[config.mk]
export PLATFORM = sky130hd
export DESIGN_NAME = uart_tx
export DESIGN_NICKNAME = d
export VERILOG_FILES = /design/src/shared/uart_tx_pkg.sv /design/src/verilog/baud_tick.sv /design/src/verilog/uart_tx.sv
export SDC_FILE = /design/constraint.sdc
export NUM_CORES = 1
export LEC_CHECK = 0
export BUFFER_PORTS_ARGS = -buffer_cell sky130_fd_sc_hd__buf_2
export CAP_MARGIN = 20
export CELL_PAD_IN_SITES_DETAIL_PLACEMENT = 0
export CELL_PAD_IN_SITES_GLOBAL_PLACEMENT = 1
export CORE_MARGIN = 2
export CORE_UTILIZATION = 46
export CTS_BUF_LIST = sky130_fd_sc_hd__clkbuf_8
export CTS_CLUSTER_SIZE = 20
export DETAILED_ROUTE_END_ITERATION = 6
export PLACE_DENSITY_LB_ADDON = 0.1
export SLEW_MARGIN = 25
export SYNTH_ARGS = -nofsm -noshare
export SYNTH_HDL_FRONTEND = slang
export SYNTH_SLANG_ARGS = --single-unit
export TNS_END_PERCENT = 1
[constraint.sdc]
create_clock -name clk_i -period 2.31 [get_ports clk_i]
set_input_delay 0.462 -clock clk_i [delete_from_list [all_inputs] [get_ports clk_i]]
set_output_delay 0.462 -clock clk_i [all_outputs]
set_load 0.005 [all_outputs]
[src/shared/uart_tx_pkg.sv]
// Constants, register map and carriers for the serial transmitter.
// Assumes a single 20 MHz system clock and a plain register port.
// Notes on behaviour
// - Line rests high (mark); one is mark, zero is space.
// - Frame is one low start bit, eight or nine data bits, stop.
// - Every bit but a start bit sent from idle holds the line for exactly one baud period.
// - Data bits leave least significant first.
// - Transmit runs independently, sharing format and rate settings.
// - No hardware parity; software may use the ninth bit.
// - Bit timing from an 8-bit or 16-bit down-counting rate divider.
// - Port enable together with transmit enable makes the serial output pin a driven output.
// - Clearing transmit enable or port enable releases the pin to general purpose use; sync alone keeps it driven.
// - Holding write starts sending; idle shifter loads at once.
// - Busy shifter: character waits until the stop bit ends, then moves.
// - Start bit begins right after the transfer to the shifter.
// - Ready flag set when enabled and holding register empty.
// - Setting transmit enable, with port enable set and sync clear, sets the ready flag.
// - Ready flag becomes valid in third cycle after a write.
// - Ready flag is read only; writes do not touch it.
// - Interrupt request gated by enable; flag tracks emptiness regardless.
// - Shift register is hidden; loaded only from holding register.
// - Shifter empty status: set when empty, clear from load to end.
// - Nine-bit mode sends ninth data bit as most significant.
package uart_tx_pkg;

   // ***********************************
   // Register offsets
   // ***********************************
   localparam logic [3:0] CTRL_ADDR    = 4'h0;
   localparam logic [3:0] DATA_ADDR    = 4'h1;
   localparam logic [3:0] STATUS_ADDR  = 4'h2;
   localparam logic [3:0] DIV_ADDR     = 4'h3;

   // ***********************************
   // Control field positions
   // ***********************************
   localparam int CTRL_TX_EN    = 0;
   localparam int CTRL_PORT_EN  = 1;
   localparam int CTRL_SYNC     = 2;
   localparam int CTRL_NINE     = 3;
   localparam int CTRL_NINTH_D  = 4;
   localparam int CTRL_IRQ_EN   = 5;
   localparam int CTRL_DIV16    = 6;
   localparam logic [6:0] CTRL_RESET = 7'h00;

   // Status field positions
   localparam int STAT_READY    = 0;
   localparam int STAT_EMPTY    = 1;

   // Divider reset value
   localparam logic [15:0] DIV_RESET = 16'h0000;

   // Timing: ready flag lag after a write, in cycles
   localparam int READY_LAG = 2;

   // ***********************************
   // Carriers
   // ***********************************
   typedef struct packed {
      logic [3:0] addr;
      logic [15:0] wdata;
      logic       wr;
      logic       rd;
   } bus_req_s;

   typedef enum logic [1:0] {ST_IDLE, ST_START, ST_DATA, ST_STOP} tx_state_e;

endpackage : uart_tx_pkg

[src/verilog/baud_tick.sv]
// Down-counting baud divider producing a one-cycle tick.
// Assumes the divisor is stable while enabled.
`timescale 1ns/1ps
`default_nettype none
module baud_tick #(
   parameter int W = 16
) (
   // Clock and reset
   input  wire logic         clk_i,
   input  wire logic         rst_i,
   // Control
   input  wire logic         run_i,
   input  wire logic         wide_i,
   input  wire logic [W-1:0] div_i,
   // Tick out
   output logic              tick_o
);
   typedef struct packed {
      logic [W-1:0] cnt;
      logic         tick;
   } st_s;

   st_s st_r;
   st_s st_nxt;

   always_comb begin
      st_nxt      = st_r;
      st_nxt.tick = 1'b0;
      if (!run_i) begin
         st_nxt.cnt = '0;
      end else if (st_r.cnt == '0) begin
         st_nxt.tick = 1'b1;
         st_nxt.cnt  = wide_i ? div_i : {{(W-8){1'b0}}, div_i[7:0]};
      end else begin
         st_nxt.cnt = st_r.cnt - 1'b1;
      end
   end

   // State register
   always_ff @(posedge clk_i) begin
      if (rst_i) begin
         st_r <= '0;
      end else begin
         st_r <= st_nxt;
      end
   end

   assign tick_o = st_r.tick;

endmodule : baud_tick
`default_nettype wire

[src/verilog/uart_tx.sv]
// Asynchronous serial transmitter with holding and shift registers.
// Assumes a register port master on clk_i and a 20 MHz clock.
//
// Chosen here: the address-and-strobe port and the register addresses.
`timescale 1ns/1ps
`default_nettype none
module uart_tx (
   // Clock and reset
   input  wire logic              clk_i,
   input  wire logic              rst_i,
   // Register port
   input  wire logic [3:0]        addr_i,
   input  wire logic [15:0]       wdata_i,
   input  wire logic              wr_i,
   input  wire logic              rd_i,
   output logic [15:0]            rdata_o,
   // Serial pin
   output logic                   serial_out_o,
   output logic                   serial_out_oe_o,
   // Shared settings and events
   output logic                   transmit_irq_o,
   output logic                   async_mode_o
);
   // ***********************************
   // State
   // ***********************************
   typedef struct packed {
      logic [6:0]                 ctrl;
      logic [15:0]                div;
      logic [8:0]                 hold;
      logic                       hold_full;
      logic [8:0]                 shift;
      logic [3:0]                 bits_left;
      uart_tx_pkg::tx_state_e     state;
      logic [1:0]                 lag;
      logic                       ready;
      logic                       empty;
      logic                       line;
      logic                       oe;
      logic                       irq;
      logic [15:0]                rdata;
   } st_s;

   st_s  st_r;
   st_s  st_nxt;
   logic tick;
   logic enabled;
   logic wr_data;

   assign enabled = st_r.ctrl[uart_tx_pkg::CTRL_TX_EN]
                  & st_r.ctrl[uart_tx_pkg::CTRL_PORT_EN]
                  & ~st_r.ctrl[uart_tx_pkg::CTRL_SYNC];
   assign wr_data = wr_i && addr_i == uart_tx_pkg::DATA_ADDR;

   // ***********************************
   // Baud rate generator
   // ***********************************
   baud_tick #(
      .W      (16)
   ) u_baud (
      .clk_i  (clk_i),
      .rst_i  (rst_i),
      .run_i  (enabled),
      .wide_i (st_r.ctrl[uart_tx_pkg::CTRL_DIV16]),
      .div_i  (st_r.div),
      .tick_o (tick)
   );

   // ***********************************
   // Next state
   // ***********************************
   always_comb begin
      st_nxt = st_r;
      // Register writes; status is read only
      // flag not writable
      if (wr_i) begin
         if (addr_i == uart_tx_pkg::CTRL_ADDR) begin
            st_nxt.ctrl = wdata_i[6:0];
         end else if (addr_i == uart_tx_pkg::DIV_ADDR) begin
            st_nxt.div = wdata_i;
         end
      end
      if (wr_data && enabled) begin
         st_nxt.hold      = {st_r.ctrl[uart_tx_pkg::CTRL_NINTH_D],
                             wdata_i[7:0]};
         st_nxt.hold_full = 1'b1;
         st_nxt.lag       = 2'(uart_tx_pkg::READY_LAG);
      end
      // Shifter state machine, one tick per bit
      case (st_r.state)
         uart_tx_pkg::ST_IDLE: begin
            st_nxt.line = 1'b1;
         end
         uart_tx_pkg::ST_START: begin
            if (tick) begin
               st_nxt.state = uart_tx_pkg::ST_DATA;
               st_nxt.line  = st_r.shift[0];
               st_nxt.shift = {1'b0, st_r.shift[8:1]};
            end
         end
         uart_tx_pkg::ST_DATA: begin
            if (tick) begin
               st_nxt.bits_left = st_r.bits_left - 4'h1;
               if (st_r.bits_left == 4'h1) begin
                  st_nxt.state = uart_tx_pkg::ST_STOP;
                  st_nxt.line  = 1'b1;
               end else begin
                  st_nxt.line  = st_r.shift[0];
                  st_nxt.shift = {1'b0, st_r.shift[8:1]};
               end
            end
         end
         uart_tx_pkg::ST_STOP: begin
            if (tick) begin
               st_nxt.state = uart_tx_pkg::ST_IDLE;
               st_nxt.line  = 1'b1;
               st_nxt.empty = 1'b1;
            end
         end
         default: st_nxt.state = uart_tx_pkg::ST_IDLE;
      endcase
      // transfer when idle or on the tick ending the stop bit, start bit at once
      if (st_r.hold_full && enabled &&
          (st_r.state == uart_tx_pkg::ST_IDLE ||
           (st_r.state == uart_tx_pkg::ST_STOP && tick))) begin
         st_nxt.shift     = st_r.hold;
         st_nxt.hold_full = wr_data;
         // eight or nine bits with no parity logic
         st_nxt.bits_left = st_r.ctrl[uart_tx_pkg::CTRL_NINE] ? 4'h9 : 4'h8;
         st_nxt.state     = uart_tx_pkg::ST_START;
         st_nxt.line      = 1'b0;
         st_nxt.empty     = 1'b0;
      end
      if (!enabled) begin
         st_nxt.state     = uart_tx_pkg::ST_IDLE;
         st_nxt.hold_full = 1'b0;
         st_nxt.line      = 1'b1;
         st_nxt.empty     = 1'b1;
      end
      if (st_r.lag != 2'h0) begin
         st_nxt.lag = st_r.lag - 2'h1;
      end
      if (!(wr_data && enabled) && (st_r.lag <= 2'h1)) begin
         st_nxt.ready = enabled & ~st_nxt.hold_full;
      end
      st_nxt.irq = st_r.ready & st_r.ctrl[uart_tx_pkg::CTRL_IRQ_EN];
      // pin driven only while port enabled
      st_nxt.oe  = st_r.ctrl[uart_tx_pkg::CTRL_PORT_EN]
                 & st_r.ctrl[uart_tx_pkg::CTRL_TX_EN];
      // Read data, one cycle later
      st_nxt.rdata = 16'h0000;
      if (rd_i) begin
         if (addr_i == uart_tx_pkg::CTRL_ADDR) begin
            st_nxt.rdata = {9'h000, st_r.ctrl};
         end else if (addr_i == uart_tx_pkg::STATUS_ADDR) begin
            st_nxt.rdata = {14'h0000, st_r.empty, st_r.ready};
         end else if (addr_i == uart_tx_pkg::DIV_ADDR) begin
            st_nxt.rdata = st_r.div;
         end else begin
            st_nxt.rdata = 16'h0000;
         end
      end
   end

   // ***********************************
   // State register
   // ***********************************
   always_ff @(posedge clk_i) begin
      if (rst_i) begin
         st_r       <= '0;
         st_r.ctrl  <= uart_tx_pkg::CTRL_RESET;
         st_r.div   <= uart_tx_pkg::DIV_RESET;
         st_r.state <= uart_tx_pkg::ST_IDLE;
         st_r.empty <= 1'b1;
         st_r.line  <= 1'b1;
      end else begin
         st_r <= st_nxt;
      end
   end

   // Outputs straight from flops
   assign rdata_o         = st_r.rdata;
   assign serial_out_o    = st_r.line;
   assign serial_out_oe_o = st_r.oe;
   assign transmit_irq_o  = st_r.irq;
   // shared format setting for the receiver
   assign async_mode_o    = ~st_r.ctrl[uart_tx_pkg::CTRL_SYNC];
endmodule : uart_tx
`default_nettype wire
==> results.toml <==
[outcome]
status = "complete, no violations"

[grt]
grt-busiest-layer = "met2"
grt_antenna_before_repair = 0
grt_pass1_wl_mm = 14.2
grt_usage_pct = 20.1
met1_usage_pct = 26.1
grt_max_degree = 27
met2_usage_pct = 33.3
grt_overflow = 0
grt_pass1_vias = 2865
met3_usage_pct = 4.46

[clocking]
postCtsHoldBufs = 0
htree_levels = 3
cts_root_buffer = "clkbuf_8"
max-clock-path-buffers = 2
clock_latency_ns = 0.35
post_cts_buffers = 0
path_clk_slew_ns = 0.09
clock_sinks = 88
cts_tree = "built"
cts_resized = 0
numCtsBuffers = 9

[critical_path]
r2r_end = "u_baud.st_r[1]"
cp-end-kind = "flip-flop"
path_class = "flip-flop to flip-flop"
worst_ep_arrival_time_ns = 2.15
start_kind = "flip-flop"
r2r_start = "u_baud.st_r[1]"
crit_end = "u_baud.st_r[1]"
r2r_setup_slack_ns = 0.43
critPathRequiredTime_ns = 2.58
cp_max_fo = 15
crit_start = "u_baud.st_r[1]"
reg2reg_depth = 6

[placement]
place.gp.congestion = 0.862
placed_cell_area_mm2 = 0.00411
numPortBuffers = 43
hpwl_mm = 6.48
dpl.cell_count = 557

[routing]
viasPerCell = 5.40
via_count = 3094
drt_iter0_drc = 87
drc = 0
ant_nets = 0
first_pass_iters = 4
wl_mm = 8.86
wire_per_inst_um = 15.5

[worst_hold_path]
hold_path.class = "primary input to flip-flop"
hp-start = "wdata_i[15]"

[timing]
rsz0062_at_grt = "false"
finalCritPeriodShare_pct = 81.3
worst_pin_slew_ns = 0.819
hold_viol_final = 0
tns_ns = 0
clock-skew-final_ns = 0.00722
slew_viol_final = 0
relSlewSlack_pct = 45.2
final.min_clock_period_ns = 1.88
fmax_mhz = 532
setup_viol = 0

[final_layout]
final_nets = 500
layout_commonest_cell = "dfxtp_1"
fillers = 805
n_antenna_cell = 0
final_cell_mix = "88 x dfxtp_1, 64 x nand2_1, 44 x a21oi_1"
multiInputGateArea_mm2 = 0.00191
final_layout_size_suffix_gt1_share_pct = 17.1
final_cell_count_no_fill = 573
syn_to_final_growth_pct = 10.7
fin_area_mm2 = 0.00432
ff_latch_area_mm2 = 0.00176

[synthesis]
synth_area_per_cell_um2 = 8.95
syn-num-nets = 473
synth-main-ff-cell = "dfxtp_1"
synth_top_area_share_pct = 45.1
syn_inst = 436
synth_seq_cells = 88
yosysSeqAreaShare_pct = 45.1
synth.area.top_cells = "dfxtp_1 45%, nand2_1 6.2%, a21oi_1 5.6%"
synth_edf_count = 0
synth_largest_area_cell = "dfxtp_1"
synth_async_sr_flop_share_pct = 0
synth_warnings = 0
synth_cell_types = 55
synth_area_mm2 = 0.00390

[floorplan]
rows = 33
dieHeight_um = 96.1
die_w_um = 96.1
start_util_pct = 47.5
io_pins = 44
coreArea_mm2 = 0.00822
die_area_mm2 = 0.00924

[power_and_ir_drop]
p_leak_nw = 1.74
ir_drop_mv = 0.402
p_comb_share_pct = 4.2
intPower_mw = 2.13
power_switching_mw = 0.625
swShare_pct = 22.7
p_seq_share_pct = 55.9
pwr-share-clk_pct = 39.8
cellPowerDensity_mw_per_mm2 = 638

[run]
cap_viol_max_count = 0
layer usage:
layer | up-vias | wire (um)
li1 | 1583 | -
met1 | 1439 | 4140
met2 | 60 | 4220
met3 | 12 | 362
met4 | 0 | 129
met5 | - | 0
cell families (layout without fill, tap and decap cells):
kind of cell    after synthesis  after routing  share of synthesized area [%]
simple gates                163            163                           21.4
flops                        88             88                           45.1
mux                          16             16                           4.10
xor+xnor                     11             11                           2.47
fa+ha+maj                    13             13                           4.17
compound gates              100            100                           16.8
buf+inv                      45             77                           6.00
stage by stage:
stage	hold WS (ns)	setup WS [ns]	power (mW)	util [%]
detailed placement	0.445	0.313	1.69	50.1
floorplan	0.421	0.564	1.64	-
global placement	0.445	0.324	1.69	50.1
global route	0.335	0.292	2.86	52.6
CTS	0.333	0.451	2.79	52.6
finish	0.340	0.431	2.76	52.6
power by group through the flow:
stage / clock network (mW) / registers [mW] / logic [mW]
6_report: 1.10 / 1.54 / 0.117
3_3_place_gp: 0 / 1.58 / 0.116
4_1_cts: 1.13 / 1.54 / 0.118
3_5_place_dp: 0 / 1.58 / 0.117
5_1_grt: 1.19 / 1.54 / 0.132
2_1_floorplan: 0 / 1.57 / 0.0696
worst max-delay path, stage by stage (launching register included):
cell	delay (ns)
dfxtp_1	0.34
inv_1	0.08
ha_1	0.20
nor3b_1	0.31
nand4_2	0.32
buf_4	0.30
a211oi_1	0.24
cell type report:
type | count | area share [%]
Clock buffer | 11 | 3.50
Inverter | 10 | 0.869
Sequential cell | 88 | 40.8
Multi-Input combinational cell | 303 | 44.1
Timing Repair Buffer | 51 | 6.37
Clock inverter | 5 | 1.30
Tap cell | 105 | 3.04
synthesized netlist by cell type (9+ instances only):
| master | count |
|---|---|
| dfxtp_1 | 88 |
| nand2_1 | 64 |
| a21oi_1 | 44 |
| nor2_1 | 37 |
| a211oi_1 | 16 |
| buf_4 | 16 |
| mux2i_1 | 16 |
| clkbuf_1 | 14 |
| ha_1 | 13 |
| inv_1 | 10 |
| and2_1 | 9 |
worst min-delay path by stage:
stage                           to  depth (start not counted)
finish                    st_r[63]                          3
global route              st_r[56]                          3
CTS                       st_r[63]                          3
detailed placement        st_r[39]                          2
global placement          st_r[43]                          2
floorplan           transmit_irq_o                          2
registers in the layout, summed over array words and instances (netlist names):
name             count
serial_out_o         1
st_r                52
serial_out_oe_o      1
rdata_o             16
transmit_irq_o       1
u_baud.tick_o        1
u_baud.st_r         16
(Power assumes the default switching activity.)
